[src/t1_irq_regs.vh]
// Purpose : register map and field layout of the T1 interrupt status block
// Assumes : page 4 addresses as seen on the parallel processor port
// Notes   : definitions only
`ifndef T1_IRQ_REGS_VH
`define T1_IRQ_REGS_VH

// ****************************************************************
// register addresses inside page 4
// ****************************************************************
`define PAGE_IRQ            8'h04
`define ADDR_CNT_WRAP_IRQ   8'h1D
`define ADDR_LINK_EVT_IRQ   8'h1E
`define ADDR_STICKY_WRAP    8'h1F

// ****************************************************************
// field positions in the link and event register
// ****************************************************************
`define BIT_DLINK_A         6
`define BIT_DLINK_B         5
`define BIT_LOOPCODE        4
`define BIT_ONE_SEC         3
`define BIT_FIVE_SEC        2
`define BIT_BIT_MSG         1
`define BIT_SIG_CHG         0

// ****************************************************************
// reset values and wrap detection values
// ****************************************************************
`define IRQ_RESET           8'h00
`define CNT_MAX             8'hFF
`define CNT_ZERO            8'h00

// ****************************************************************
// bit-oriented message pattern and acceptance vote
// ****************************************************************
`define BOM_MASK            16'hFF81
`define BOM_MATCH           16'hFF00
`define BOM_WIN             10
`define BOM_VOTE            8

// ****************************************************************
// loop code persistence in microseconds, and clock rate in MHz
// ****************************************************************
`define LOOP_HOLD_US        48000
`define CLK_MHZ             40

`endif

[src/t1_interrupt_status_latches.v]
// Purpose : read-to-clear interrupt and overflow latch registers, page 4
// Assumes : host read strobe is one cycle, synchronous to i_mclk
// Notes   : masks, counters and interrupt pin live elsewhere
//
// Notes on behaviour
// - framing error counter wrap sets bit 7
// - checksum error counter wrap sets bit 6
// - out-of-frame counter wrap sets bit 5
// - alignment change counter wrap sets bit 4
// - bipolar violation counter wrap sets bit 3
// - test error counter wrap sets bit 2
// - test multiframe counter wrap sets bit 1
// - multiframe unsync counter wrap sets bit 0
// - interrupt bits set only if unmasked, sticky bits regardless; read clears
// - data link controller A event sets bit 6
// - channel 24 controller event sets bit 5
// - loop code held 48 ms sets bit 4
// - one second flag rising sets bit 3
// - five second flag rising sets bit 2
// - new bit-oriented message sets bit 1
// - message accepted if seen 8 of 10
// - signalling change sets bit 0, optionally debounced
// - bit 7 of link register reads zero
// - sticky latch bit per counter wrap
// - latch register cleared after host read
`timescale 1ns/1ps
`default_nettype none
`include "t1_irq_regs.vh"

module t1_interrupt_status_latches #(
  parameter CW        = 8,
  parameter LOOP_HOLD = (`LOOP_HOLD_US * `CLK_MHZ)
) (
  // clock and reset
  input  wire          i_mclk,
  input  wire          i_rst,
  // host register port
  input  wire [7:0]    i_page,
  input  wire [7:0]    i_addr,
  input  wire          i_rd,
  output reg  [7:0]    o_rdata,
  // counter values
  input  wire [CW-1:0] i_frame_bit_err_cnt,
  input  wire [CW-1:0] i_checksum_err_cnt,
  input  wire [CW-1:0] i_out_of_frame_cnt,
  input  wire [CW-1:0] i_align_change_cnt,
  input  wire [CW-1:0] i_bipolar_viol_cnt,
  input  wire [CW-1:0] i_test_pattern_err_cnt,
  input  wire [CW-1:0] i_test_multiframe_cnt,
  input  wire [CW-1:0] i_multiframe_unsync_cnt,
  // masks, one bit per register bit, high means unmasked
  input  wire [7:0]    i_wrap_unmask,
  input  wire [7:0]    i_event_unmask,
  // event sources
  input  wire          i_datalink_ctrl_a_evt,
  input  wire          i_datalink_ctrl_b_evt,
  input  wire          i_loop_up_seen,
  input  wire          i_loop_down_seen,
  input  wire          i_one_second_flag,
  input  wire          i_five_second_flag,
  input  wire          i_fdl_bit,
  input  wire          i_fdl_bit_valid,
  input  wire [3:0]    i_sig_bits,
  input  wire          i_sig_valid,
  input  wire          i_debounce_enable,
  // status views
  output reg  [7:0]    o_counter_overflow_interrupts,
  output reg  [7:0]    o_link_and_event_interrupts,
  output reg  [7:0]    o_sticky_overflow_flags
);

  // ****************************************************************
  // declarations
  // ****************************************************************
  wire [7:0]  wrap_evt;          // one pulse per counter wrap
  reg  [7:0]  cnt_irq_reg;       // counter wrap interrupt bits
  reg  [7:0]  evt_irq_reg;       // link and event interrupt bits
  reg  [7:0]  sticky_reg;        // sticky wrap latches
  reg  [7:0]  cnt_irq_next;
  reg  [7:0]  evt_irq_next;
  reg  [7:0]  sticky_next;
  reg  [7:0]  evt_pulse;         // raw link and event pulses
  reg         one_sec_reg;       // previous one second flag
  reg         five_sec_reg;      // previous five second flag
  reg  [31:0] loop_cnt_reg;      // loop code persistence count
  reg         loop_done_reg;     // persistence already reported
  reg  [15:0] fdl_shift_reg;     // serial data link history
  reg  [3:0]  bit_pos_reg;       // bit position in message slot
  reg  [5:0]  bom_hist_reg [0:`BOM_WIN-1]; // last message payloads
  reg  [`BOM_WIN-1:0] bom_ok_reg;          // slot held a message
  reg  [5:0]  bom_last_reg;      // last accepted message
  reg         bom_new;           // a new message was accepted
  reg  [3:0]  sig_prev_reg;      // last reported signalling
  reg  [3:0]  sig_cand_reg;      // candidate for debounce
  reg         sig_chg;           // signalling change event
  wire [15:0] fdl_word;
  wire        rd_cnt;
  wire        rd_evt;
  wire        rd_sticky;
  integer     k;                 // loop index, vote process only
  integer     j;                 // loop index, history reset and shift only
  integer     votes;             // slots agreeing with current payload

  // ****************************************************************
  // read decode and serial word view
  // ****************************************************************
  // the word as it will stand once the present bit is shifted in;
  // the vote looks at it before the shift register catches up
  // reads outside page 4 or at other addresses clear nothing
  assign fdl_word  = {fdl_shift_reg[14:0], i_fdl_bit};
  assign rd_cnt    = i_rd && (i_page == `PAGE_IRQ) &&
                     (i_addr == `ADDR_CNT_WRAP_IRQ);
  assign rd_evt    = i_rd && (i_page == `PAGE_IRQ) &&
                     (i_addr == `ADDR_LINK_EVT_IRQ);
  assign rd_sticky = i_rd && (i_page == `PAGE_IRQ) &&
                     (i_addr == `ADDR_STICKY_WRAP);

  // ****************************************************************
  // counter wrap detectors, bit 7 down to bit 0
  // ****************************************************************
  t1_wrap_detect #(.W(CW)) u_wrap7 (.i_mclk(i_mclk), .i_rst(i_rst),
    .i_count(i_frame_bit_err_cnt), .o_wrap(wrap_evt[7]));
  t1_wrap_detect #(.W(CW)) u_wrap6 (.i_mclk(i_mclk), .i_rst(i_rst),
    .i_count(i_checksum_err_cnt), .o_wrap(wrap_evt[6]));
  t1_wrap_detect #(.W(CW)) u_wrap5 (.i_mclk(i_mclk), .i_rst(i_rst),
    .i_count(i_out_of_frame_cnt), .o_wrap(wrap_evt[5]));
  t1_wrap_detect #(.W(CW)) u_wrap4 (.i_mclk(i_mclk), .i_rst(i_rst),
    .i_count(i_align_change_cnt), .o_wrap(wrap_evt[4]));
  t1_wrap_detect #(.W(CW)) u_wrap3 (.i_mclk(i_mclk), .i_rst(i_rst),
    .i_count(i_bipolar_viol_cnt), .o_wrap(wrap_evt[3]));
  t1_wrap_detect #(.W(CW)) u_wrap2 (.i_mclk(i_mclk), .i_rst(i_rst),
    .i_count(i_test_pattern_err_cnt), .o_wrap(wrap_evt[2]));
  t1_wrap_detect #(.W(CW)) u_wrap1 (.i_mclk(i_mclk), .i_rst(i_rst),
    .i_count(i_test_multiframe_cnt), .o_wrap(wrap_evt[1]));
  t1_wrap_detect #(.W(CW)) u_wrap0 (.i_mclk(i_mclk), .i_rst(i_rst),
    .i_count(i_multiframe_unsync_cnt), .o_wrap(wrap_evt[0]));

  // ****************************************************************
  // loop code persistence: must be held the whole interval
  // ****************************************************************
  // either code counts; a gap of one cycle restarts the interval
  // the done flag stops a second report while the code stays up
  always @(posedge i_mclk or posedge i_rst) begin
    if (i_rst) begin
      loop_cnt_reg  <= 32'h00000000;
      loop_done_reg <= 1'b0;
    end else if (!(i_loop_up_seen || i_loop_down_seen)) begin
      // code gone, restart timing
      loop_cnt_reg  <= 32'h00000000;
      loop_done_reg <= 1'b0;
    end else if (loop_cnt_reg < LOOP_HOLD - 1) begin
      loop_cnt_reg  <= loop_cnt_reg + 32'h00000001;
    end else begin
      loop_done_reg <= 1'b1;
    end
  end

  // ****************************************************************
  // bit-oriented message capture and 8 of 10 vote
  // ****************************************************************
  // slots are counted from reset, one every 16 valid bits; a link
  // that starts mid-word is only caught after realignment upstream
  // the vote reads the nine earlier slots of history, the present slot makes
  // the tenth, so a steady new message is taken on its eighth slot
  always @* begin
    votes = 0;
    for (k = 0; k < `BOM_WIN - 1; k = k + 1) begin
      if (bom_ok_reg[k] && bom_hist_reg[k] == fdl_word[6:1])
        votes = votes + 1;
    end
    // the message in the current slot counts too
    bom_new = i_fdl_bit_valid && (bit_pos_reg == 4'hF) &&
              ((fdl_word & `BOM_MASK) == `BOM_MATCH) &&
              (votes + 1 >= `BOM_VOTE) &&
              (fdl_word[6:1] != bom_last_reg);
  end

  // shift register, slot position and message history
  always @(posedge i_mclk or posedge i_rst) begin
    if (i_rst) begin
      fdl_shift_reg <= 16'h0000;
      bit_pos_reg   <= 4'h0;
      bom_ok_reg    <= {`BOM_WIN{1'b0}};
      bom_last_reg  <= 6'h00;
      for (j = 0; j < `BOM_WIN; j = j + 1)
        bom_hist_reg[j] <= 6'h00;
    end else if (i_fdl_bit_valid) begin
      fdl_shift_reg <= fdl_word;
      bit_pos_reg   <= bit_pos_reg + 4'h1;
      if (bit_pos_reg == 4'hF) begin
        // shift one message slot into history
        for (j = `BOM_WIN - 1; j > 0; j = j - 1)
          bom_hist_reg[j] <= bom_hist_reg[j-1];
        bom_hist_reg[0] <= fdl_word[6:1];
        bom_ok_reg <= {bom_ok_reg[`BOM_WIN-2:0],
                       ((fdl_word & `BOM_MASK) == `BOM_MATCH)};
        if (bom_new)
          bom_last_reg <= fdl_word[6:1];
      end
    end
  end

  // ****************************************************************
  // signalling change, debounced by two agreeing samples if enabled
  // ****************************************************************
  // without debounce every valid sample that differs is reported;
  // with it, a single corrupted sample is never reported
  always @* begin
    if (!i_sig_valid || i_sig_bits == sig_prev_reg)
      sig_chg = 1'b0;
    else if (i_debounce_enable)
      sig_chg = (i_sig_bits == sig_cand_reg);
    else
      sig_chg = 1'b1;
  end

  // signalling history and one-cycle delayed second flags
  always @(posedge i_mclk or posedge i_rst) begin
    if (i_rst) begin
      sig_prev_reg <= 4'h0;
      sig_cand_reg <= 4'h0;
      one_sec_reg  <= 1'b0;
      five_sec_reg <= 1'b0;
    end else begin
      one_sec_reg  <= i_one_second_flag;
      five_sec_reg <= i_five_second_flag;
      if (i_sig_valid)
        sig_cand_reg <= i_sig_bits;
      if (sig_chg)
        sig_prev_reg <= i_sig_bits;
    end
  end

  // ****************************************************************
  // raw event vector for the link and event register
  // ****************************************************************
  always @* begin
    evt_pulse = 8'h00;
    evt_pulse[`BIT_DLINK_A]  = i_datalink_ctrl_a_evt;
    evt_pulse[`BIT_DLINK_B]  = i_datalink_ctrl_b_evt;
    evt_pulse[`BIT_LOOPCODE] = (i_loop_up_seen || i_loop_down_seen) &&
      !loop_done_reg && (loop_cnt_reg == LOOP_HOLD - 1);
    evt_pulse[`BIT_ONE_SEC]  = i_one_second_flag && !one_sec_reg;
    evt_pulse[`BIT_FIVE_SEC] = i_five_second_flag && !five_sec_reg;
    evt_pulse[`BIT_BIT_MSG]  = bom_new;
    evt_pulse[`BIT_SIG_CHG]  = sig_chg;
  end

  // ****************************************************************
  // read-to-clear status registers, set beats clear
  // ****************************************************************
  // an event in the cycle of the clearing read survives the read, so
  // the host sees it on its next read instead of losing it
  // the sticky latch ignores masks on purpose
  always @* begin
    cnt_irq_next = (rd_cnt ? `IRQ_RESET : cnt_irq_reg) |
                   (wrap_evt & i_wrap_unmask);
    evt_irq_next = ((rd_evt ? `IRQ_RESET : evt_irq_reg) |
                   (evt_pulse & i_event_unmask)) &
                   8'h7F;
    sticky_next  = (rd_sticky ? `IRQ_RESET : sticky_reg) |
                   wrap_evt;
  end

  // state registers, status views and read data
  always @(posedge i_mclk or posedge i_rst) begin
    if (i_rst) begin
      cnt_irq_reg <= `IRQ_RESET;
      evt_irq_reg <= `IRQ_RESET;
      sticky_reg  <= `IRQ_RESET;
      o_rdata     <= 8'h00;
      o_counter_overflow_interrupts <= `IRQ_RESET;
      o_link_and_event_interrupts   <= `IRQ_RESET;
      o_sticky_overflow_flags       <= `IRQ_RESET;
    end else begin
      cnt_irq_reg <= cnt_irq_next;
      evt_irq_reg <= evt_irq_next;
      sticky_reg  <= sticky_next;
      o_counter_overflow_interrupts <= cnt_irq_next;
      o_link_and_event_interrupts   <= evt_irq_next;
      o_sticky_overflow_flags       <= sticky_next;
      // read data returns the value before clearing
      if (rd_cnt)
        o_rdata <= cnt_irq_reg;
      else if (rd_evt)
        o_rdata <= evt_irq_reg;
      else if (rd_sticky)
        o_rdata <= sticky_reg;
      else if (i_rd)
        o_rdata <= 8'h00;
    end
  end

endmodule
`default_nettype wire

[src/t1_wrap_detect.v]
// Purpose : spots one counter wrapping from all ones to zero
// Assumes : counter value sampled on the system clock
// Notes   : one-cycle pulse per wrap
`timescale 1ns/1ps
`default_nettype none
`include "t1_irq_regs.vh"

module t1_wrap_detect #(
  parameter W = 8
) (
  // clock and reset
  input  wire         i_mclk,
  input  wire         i_rst,
  // counter value
  input  wire [W-1:0] i_count,
  // wrap pulse
  output reg          o_wrap
);

  reg [W-1:0] prev_reg;  // counter value one cycle ago

  // ****************************************************************
  // compare previous and present value
  // ****************************************************************
  always @(posedge i_mclk or posedge i_rst) begin
    if (i_rst) begin
      prev_reg <= {W{1'b0}};
      o_wrap   <= 1'b0;
    end else begin
      prev_reg <= i_count;
      // wrap is all ones followed by zero
      o_wrap   <= (prev_reg == {W{1'b1}}) && (i_count == {W{1'b0}});
    end
  end

endmodule
`default_nettype wire

[config.mk]
export PLATFORM = sky130hd
export DESIGN_NAME = t1_interrupt_status_latches
export DESIGN_NICKNAME = d
export VERILOG_FILES = /design/src/t1_interrupt_status_latches.v /design/src/t1_wrap_detect.v
export VERILOG_INCLUDE_DIRS = /design/src
export SDC_FILE = /design/constraint.sdc
export NUM_CORES = 1
export LEC_CHECK = 0
export BUFFER_PORTS_ARGS = -buffer_cell sky130_fd_sc_hd__clkbuf_2
export CAP_MARGIN = 5
export CORE_MARGIN = 2
export CORE_UTILIZATION = 60
export DETAILED_ROUTE_END_ITERATION = 8
export GPL_TIMING_DRIVEN = 0
export PLACE_DENSITY = 0.92
export SYNTH_ARGS = -nofsm -noshare
export SYNTH_HDL_FRONTEND = slang
export SYNTH_SLANG_ARGS = --single-unit
[constraint.sdc]
create_clock -name i_mclk -period 14.88 [get_ports i_mclk]
set_clock_uncertainty 0.05 [all_clocks]
set_input_delay 0.744 -clock i_mclk [delete_from_list [all_inputs] [get_ports i_mclk]]
set_output_delay 0.744 -clock i_mclk [all_outputs]
set_load 0.005 [all_outputs]
==> summary.txt, run 1 <==
Outcome - finished, final reports clean
Worst setup SP type - flop
Slack of the critical path - 7080 ps
Multiplexer area fraction after synthesis - 0.116
Critical Path Fanout Max - 10
Die width - 134 um
WP buf/inv - 5
Dpl ws - 7220 ps
Critical path arrival - 8130 ps
Final Util - 0.723
CTS buffer count - 22
Share of cells above drive strength 1 - 0.331
Flop pwr share - 0.472
Worst-margin pin slew - 811 ps
Post-synth top area cell - dfrtp_1
Net count after synthesis - 901
Yosys Warn Count - 0
Postcts setup bufs - 0
Switching Share - 0.256
Gpl congestion - 0.791
Max-slew violation count - 0
Crit path time final - 7800 ps
CP Capture Type - flop
Final #Nets - 1,068
Worst skew pair latency - 500 ps
Ant diodes - 0
Dpl hpwl - 15,800 um
Top cell type's share of synthesized area - 0.576
Rel. slew slack - 0.454
Tightest Hold Check Type - input pin to async pin
Worst hold slack - 251 ps
Clock sinks - 234
Setup Viol. Count Final - 0
Post-Synth Adder-Cell Area - 0.0123
Mapped Area - 0.0102 mm^2
Crit Path Class - flop to flop
Simple-gate share of the synthesized area - 0.123
Starting Density - 0.612
DR iter-0 viols - 375
Hold buffers post-CTS - 0
Top FF cell, synth - dfrtp_1
Post-DP Area - 0.0112 mm^2
Routed Antenna Nets - 0
Family with the most delay on the worst path - adder cells
Top post-synthesis cells by area - dfrtp_1, mux2_2, xnor2_1
Clk buf depth - 3
Slowest CP cell - o41ai_2
Initial DRT Pass Iterations - 4
Core area - 0.0166 mm^2
Post-Synth XOR/XNOR Area - 0.104
Vias in the first global route - 7,461
Largest family of logic cells by synthesized area - simple AND/OR/NAND/NOR gates
Root Driver - clkbuf_16
Die H - 134 um
Compound-Gate Fraction of Synth Area - 0.0482
Commonest non-fill, non-tap cell in the layout - dfrtp_1
TritonCTS clock tree - done
# Max-Cap Violations - 0
Gr ovfl total - 0
I/O pins - 145
Comb power frac - 0.144
Post-synth EDFFs - 0
Clock transition at path regs - 70 ps
Vias - 6,922
Cell mode on critical path - ha_1
Async SR Flop Fraction - 1.00
Sequential fraction of the synthesis area - 0.576
Avg Inst Size Synth - 13.1 um^2
Largest net degree at the start of global routing - 80
Crit Reg-Reg Endpoint - bom_last_reg[3]$_DFFE_PP0P_
Initial antenna violation count - 0
Std-Cell Rows - 47
Routed WL per cell - 19.6 um
Avg Vias per Cell - 5.86
Net load switching power - 402 uW
Residual DRC count - 0
Final period util - 0.524
Die area - 0.0180 mm^2
R2r setup slk - 7080 ps
Reg2reg start - fdl_shift_reg[0]$_DFFE_PP0P_
Area grow syn2layout - 18.1%
Worst R2R Path Depth - 31
Most frequent cells in the layout - dfrtp_1, clkbuf_2, mux2_2
Max reg flops - 54
Synthesized instance count - 778
DRT Wirelength - 23,100 um
# resized after CTS - 0
TNS Setup - 0 ps
Peak supply drop - 0.000107 V
CP Data Required Time - 15,210 ps
Global-route usage over all layers - 0.266
Hold Violations, Final - 0
Leak - 0.00579 uW
Clock network power share - 0.383
First-pass GRT wire length - 37,700 um
RSZ-0062 raised after global routing - false
#FFs+latches synth - 234
Crit-path max cell delay - 490 ps
F_max - 128 MHz
# H-tree levels - 1
Final instance area - 0.0120 mm^2
Pwr dens - 131 mW/mm^2
Internal power - 1170 uW
# port buffers - 141
Crit path launch - fdl_shift_reg[0]$_DFFE_PP0P_
Cell variety after synth - 68
layer usage:
layer  GRT usage  up-vias  part of all wire
li1            -     3114                 -
met1       0.316     3507              0.38
met2       0.477      236              0.53
met3      0.0514       65             0.054
met4       0.109        0             0.035
met5           0        -                 0
synth_stat cells (all sizes together) (2+ instances only):
cell    count
nor4       26
nor2b      18
clkbuf     12
o41ai       3
nor4b       3
a21o       10
and3        6
nand2      37
nand2b      2
xnor2      57
nand4      32
buf        16
inv        15
nor2       33
o22ai       2
o21ai       5
dfrtp     234
nor3b       4
nand4b      4
a221o       7
a211oi      3
or3         4
or4b        2
ha         10
mux2      102
nand3      18
a31oi       3
o21a        2
mux2i       3
xor2       45
xnor3       4
a21oi       4
or4         3
nor3       20
a22o       11
metrics by stage:
stage / total power, uW / std cells
finish: 1570 / 1181
global route: 1630 / 1181
CTS: 1580 / 1181
detailed placement: 972 / 1141
global placement: 955 / 1139
floorplan: 903 / 778
cell families (layout without fill, tap and decap cells):
family,Yosys count,after routing
flops,234,234
simple gates,218,218
xor+xnor,107,107
mux,105,105
compound gates,59,59
buf+inv,44,227
fa+ha+maj,10,10
other cells,1,1
worst max-delay path by stage:
stage	end	slack, ps	cells past startpoint
floorplan	bit_pos_reg[0]$_DFFE_PP0P_	7670	1
global placement	sig_cand_reg[0]$_DFFE_PP0P_	5670	2
detailed placement	bom_last_reg[2]$_DFFE_PP0P_	7220	31
CTS	bom_last_reg[5]$_DFFE_PP0P_	7150	31
global route	bom_last_reg[5]$_DFFE_PP0P_	6600	30
finish	bom_last_reg[3]$_DFFE_PP0P_	7080	31
power groups by stage:
| stage | clock network [uW] | logic [uW] | registers, uW |
|---|---|---|---|
| 4_1_cts | 608 | 228 | 741 |
| 2_1_floorplan | 0 | 165 | 738 |
| 6_report | 602 | 227 | 741 |
| 3_5_place_dp | 0 | 223 | 750 |
| 3_3_place_gp | 0 | 209 | 746 |
| 5_1_grt | 635 | 247 | 748 |
cell type report:
| type | count | area [um^2] |
|---|---|---|
| fill | 994 | 4590 |
| clock inverter | 8 | 125 |
| buffer | 28 | 143 |
| sequential | 234 | 5860 |
| inverter | 16 | 67.6 |
| multi-input combinational | 500 | 4100 |
| tap | 220 | 275 |
| timing repair buffer | 143 | 761 |
| clock buffer | 32 | 669 |
Note: power is estimated with default switching activity, not from simulation.
==> run 2: changes to the inputs <==
CORE_UTILIZATION = 57   (was 60)
PLACE_DENSITY = 0.88   (was 0.92)
clock period = 7.25 ns   (was 14.88 ns; I/O delays follow)
==> run 2 against run 1 <==
Net effect:
- sequential share of layout area down 3.5 points
- routed wire length increased by 54%
- die area rose by 5.1%
- critical path depth unchanged
- final area grew 7.7%
- maximum frequency is 12% higher
==> summary.txt, run 2 (synthesis gave the netlist of run 1 again) <==
Dpl ws - -288 ps
CTS buffer count - 22
I/O pins - 145
Gpl congestion - 0.836
Slack of the critical path - 262 ps
Crit-path max cell delay - 530 ps
Worst-margin pin slew - 1130 ps
Final #Nets - 1,144
Slowest CP cell - or4_4
Std-Cell Rows - 48
Largest net degree at the start of global routing - 145
Initial antenna violation count - 3
First-pass GRT wire length - 50,300 um
Avg Vias per Cell - 6.70
Vias - 8,473
Setup Viol. Count Final - 0
Routed WL per cell - 28.1 um
Area of the multi-input gates - 0.00429 mm^2
Die area - 0.0189 mm^2
WP buf/inv - 5
Worst skew pair latency - 530 ps
Most frequent cells in the layout - dfrtp_1, clkbuf_2, mux2_2
DR iter-0 viols - 1,147
Global-route usage over all layers - 0.359
Starting Density - 0.585
Pwr Total - 3410 uW
Final instance area - 0.0129 mm^2
Share of cells above drive strength 1 - 0.336
Clock transition at path regs - 70 ps
Die H - 137 um
Max reg flops - 54
Tightest Hold Check Type - input pin to flop
TNS Setup - 0 ps
CP Capture Type - flop
# Max-Cap Violations - 0
Initial DRT Pass Iterations - 7
F_max - 143 MHz
Dpl hpwl - 14,900 um
Post-DP Area - 0.0112 mm^2
Final period util - 0.964
Outcome - finished, final reports clean
Crit Path Class - flop to flop
# H-tree levels - 1
Critical path arrival - 7340 ps
Filler cells - 837
Sequential Area - 0.00586 mm^2
Clk buf depth - 3
Crit path time final - 6990 ps
# port buffers - 141
Root Driver - clkbuf_16
Worst setup SP type - flop
Peak supply drop - 0.000215 V
Family with the most delay on the worst path - adder cells
Vias in the first global route - 8,688
DRT Wirelength - 35,600 um
Rel. slew slack - 0.242
TritonCTS clock tree - done
Die width - 137 um
Pwr dens - 264 mW/mm^2
Routed Antenna Nets - 0
Core area - 0.0174 mm^2
Leak - 0.00613 uW
Gr ovfl total - 0
Max-slew violation count - 0
Hold Violations, Final - 0
Area grow syn2layout - 27.2%
CP Data Required Time - 7600 ps
Commonest non-fill, non-tap cell in the layout - dfrtp_1
Residual DRC count - 0
Clock sinks - 234
Critical Path Fanout Max - 10
==> run 2: changes by cell type in the layout (fill, tap and decap cells not counted), sizes merged <==
cell         before  now
diode             0    2
clkbuf          185  184
bufinv            3    2
clkinv            5    7
dlygate4sd3       0   67
buf              18   27
==> run 2: final timing paths <==
kind	slack, ps	cells past startpoint	startpoint	end
worst max-delay path	260	31	fdl_shift_reg[3]$_DFFE_PP0P_	bom_last_reg[2]$_DFFE_PP0P_
worst min-delay path	30	2	i_event_unmask[1]	evt_irq_reg[1]$_DFF_PP0_
worst max register to register	260	31	fdl_shift_reg[3]$_DFFE_PP0P_	bom_last_reg[2]$_DFFE_PP0P_
worst min register to register	450	1	bit_pos_reg[3]$_DFFE_PP0P_	bit_pos_reg[3]$_DFFE_PP0P_
max in group asynchronous	5570	4	i_rst	fdl_shift_reg[1]$_DFFE_PP0P_
min in group asynchronous	460	3	i_rst	u_wrap7.prev_reg[1]$_DFF_PP0_
==> run 2: per-layer routing <==
layer	global-route usage	vias up	share of wire
met1	0.418	4044	0.32
li1	-	3244	-
met4	0.232	0	0.099
met5	0	-	0
met2	0.599	848	0.47
met3	0.0809	337	0.11
==> run 2: cell type report <==
class / count / area share
Sequential cell: 234 / 0.453
Multi-Input combinational cell: 500 / 0.332
Timing Repair Buffer: 222 / 0.116
Clock buffer: 31 / 0.0492
Tap cell: 225 / 0.0218
Buffer: 25 / 0.0142
Clock inverter: 9 / 0.00755
Inverter: 16 / 0.00523
Antenna cell: 2 / 0.000387
==> run 2: through the flow <==
step	util	hold slack (ps)	instances
floorplan	-	344	778
global placement	0.642	368	1144
detailed placement	0.644	373	1145
CTS	0.728	36.9	1253
global route	0.744	35.7	1264
finish	0.744	32.6	1264
==> run 2: power breakdown <==
group / internal, uW / total [uW] / switching (uW)
logic: 285 / 605 / 320
registers: 1420 / 1560 / 134
clock network: 686 / 1250 / 565
total: 2400 / 3410 / 1020
==> run 2: repair_timing <==
item	CTS	global route
gates resized for setup	9	41
buffers inserted	1	12
pin swaps	2	9
setup endpoints to repair	7	7
endpoints found under the hold margin	156	0
cloned	0	0
hold buffers	67	0
==> run 3: changes to the inputs <==
BUFFER_PORTS_ARGS = not set   (was -buffer_cell sky130_fd_sc_hd__clkbuf_2)
CORE_UTILIZATION = 60   (was 57)
DONT_BUFFER_PORTS = 1   (was not set)
PLACE_DENSITY = 0.85   (was 0.88)
RECOVER_POWER = 25   (was not set)
==> run 3 against run 2 <==
Net effect:
- final area shrank 5.4%
- setup slack got worse by 140 ps
- sequential cell count unchanged
- clock-buffer cell count stayed put
- largest power group unchanged
- sequential power hardly changed
- global-route usage fell by 0.42 points
- the flow now finishes with violations (negative hold slack, max-capacitance violations, max-slew violations)
- final cell count shrank 11%
- sequential share of layout area up 2.6 points
==> summary.txt, run 3 (synthesis gave the netlist of run 1 again) <==
Critical Path Fanout Max - 14
Starting Density - 0.612
GR peak layer - met2
Worst hold slack - -2.81 ps
Crit path time final - 7130 ps
Met3 Use GR - 0.0767
Worst Hold Depth - 3
Vias in the first global route - 8,311
CTS buffer count - 21
Reg2reg start - fdl_shift_reg[0]$_DFFE_PP0P_
M2 GR Usage - 0.604
Std-Cell Rows - 47
Gr ovfl total - 0
Root Driver - clkbuf_16
Outcome - finished with violations
Hold Violations, Final - 1
Dpl hpwl - 15,300 um
Rel. slew slack - -2.32
# Max-Cap Violations - 1
Avg Vias per Cell - 6.72
Crit Reg-Reg Endpoint - bom_last_reg[3]$_DFFE_PP0P_
Max reg flops - 54
Peak supply drop - 0.000280 V
Residual DRC count - 0
# port buffers - 0
Clock sinks - 234
Max-slew violation count - 115
Critical path arrival - 7480 ps
# H-tree levels - 1
Crit-path max cell delay - 570 ps
Final instance area - 0.0122 mm^2
Die H - 134 um
Final period util - 0.983
DRT Wirelength - 31,200 um
Setup Viol. Count Final - 0
Final Util - 0.737
Die width - 134 um
TritonCTS clock tree - done
Ant diodes - 0
CP Data Required Time - 7600 ps
Routed WL per cell - 27.7 um
Clk buf depth - 3
DR iter-0 viols - 765
R2r setup slk - 120 ps
Violated checks - negative hold slack, max-capacitance violations, max-slew violations
Cell mode on critical path - ha_4
Slowest CP cell - or4_4
Share of cells above drive strength 1 - 0.214
Die area - 0.0180 mm^2
Filler cells - 855
Initial DRT Pass Iterations - 5
Clock transition at path regs - 70 ps
Worst skew pair latency - 520 ps
Gpl congestion - 0.855
Met1 Use GR - 0.404
Largest net degree at the start of global routing - 121
Pwr dens - 261 mW/mm^2
Crit Path Class - flop to flop
Most frequent cells in the layout - dfrtp_1, mux2_2, dlygate4sd3_1
F_max - 140 MHz
Global-route usage over all layers - 0.354
Post-DP Area - 0.0105 mm^2
Final #Nets - 1,018
Core area - 0.0166 mm^2
Routed Antenna Nets - 0
I/O pins - 145
CP Capture Type - flop
Min-delay src - i_align_change_cnt[7]
Worst R2R Path Depth - 30
Hold path endpoint - u_wrap4.o_wrap$_DFF_PP0_
Tightest Hold Check Type - input pin to flop
Leak - 0.00552 uW
Vias - 7,599
Commonest non-fill, non-tap cell in the layout - dfrtp_1
First-pass GRT wire length - 48,400 um
Worst setup SP type - flop
Worst-margin pin slew - 4950 ps
Area grow syn2layout - 20.3%
Initial antenna violation count - 0
run 3: cell types whose count changed in the layout (fill, tap and decap cells not counted), sizes merged:
cell	change
buf	-9
clkbuf	-139
diode	-2
clkinv	-3
clkinvlp	+2
bufinv	-1
dlygate4sd3	+23
run 3: worst max-delay path, delay by kind of cell, from the launching register on:
| kind | cells | cell delay [ps] |
|---|---|---|
| buf+inv | 4 | 470 |
| fa+ha+maj | 7 | 1800 |
| compound gates | 6 | 1360 |
| xor+xnor | 4 | 880 |
| flops | 1 | 360 |
| simple gates | 5 | 940 |
| mux | 4 | 1200 |
run 3: worst max-delay path by stage:
stage                                  endpoint                         start  cells after the start
global route        bom_last_reg[3]$_DFFE_PP0P_  fdl_shift_reg[0]$_DFFE_PP0P_                     30
detailed placement  bom_last_reg[3]$_DFFE_PP0P_  fdl_shift_reg[0]$_DFFE_PP0P_                     31
CTS                 bom_last_reg[5]$_DFFE_PP0P_  fdl_shift_reg[3]$_DFFE_PP0P_                     31
finish              bom_last_reg[3]$_DFFE_PP0P_  fdl_shift_reg[0]$_DFFE_PP0P_                     30
global placement    sig_cand_reg[1]$_DFFE_PP0P_                         i_rst                      1
floorplan            bit_pos_reg[0]$_DFFE_PP0P_                         i_rst                      1
run 3: final cells by class:
type,instances,area (um^2),area share
Sequential cell,234,5860,0.479
Multi-Input combinational cell,500,4230,0.346
Timing Repair Buffer,97,973,0.0796
Clock buffer,31,613,0.0502
Tap cell,220,275,0.0225
Buffer,25,149,0.0122
Clock inverter,7,68.8,0.00563
Inverter,16,61.3,0.00502
run 3: per-layer routing:
| layer | wire (um) | part of all wire | vias to the layer above |
|---|---|---|---|
| met5 | 0 | 0 | - |
| met4 | 2410 | 0.077 | 0 |
| met3 | 2900 | 0.093 | 211 |
| met2 | 15600 | 0.50 | 621 |
| met1 | 10300 | 0.33 | 3755 |
| li1 | - | - | 3012 |
run 3: repair_timing:
item	in CTS	in global routing
hold buffers	90	0
gates cloned	0	0
hold endpoints to repair	209	0
gates resized for setup	7	28
buffers inserted	1	5
pin swaps	2	8
endpoints found under the setup margin	7	7
run 3: where the power goes:
part           switching [uW]  internal, uW
sequential                114          1430
combinational             267           243
clock                     513           626
total                     893          2290
run 3: per-stage QoR:
| step | worst slack, ps | instances | TNS (ps) | total power (uW) | hold WS (ps) |
|---|---|---|---|---|---|
| after detailed placement | -495 | 999 | -3300 | 1960 | 344 |
| after global routing | -131 | 1130 | -793 | 3270 | 7.07 |
| after CTS | 16.8 | 1127 | 0 | 3090 | 0.336 |
| after global placement | -1120 | 998 | -258940 | 1920 | 344 |
| final | 121 | 1130 | 0 | 3190 | -2.81 |
| after floorplan | 420 | 778 | 0 | 1850 | 344 |
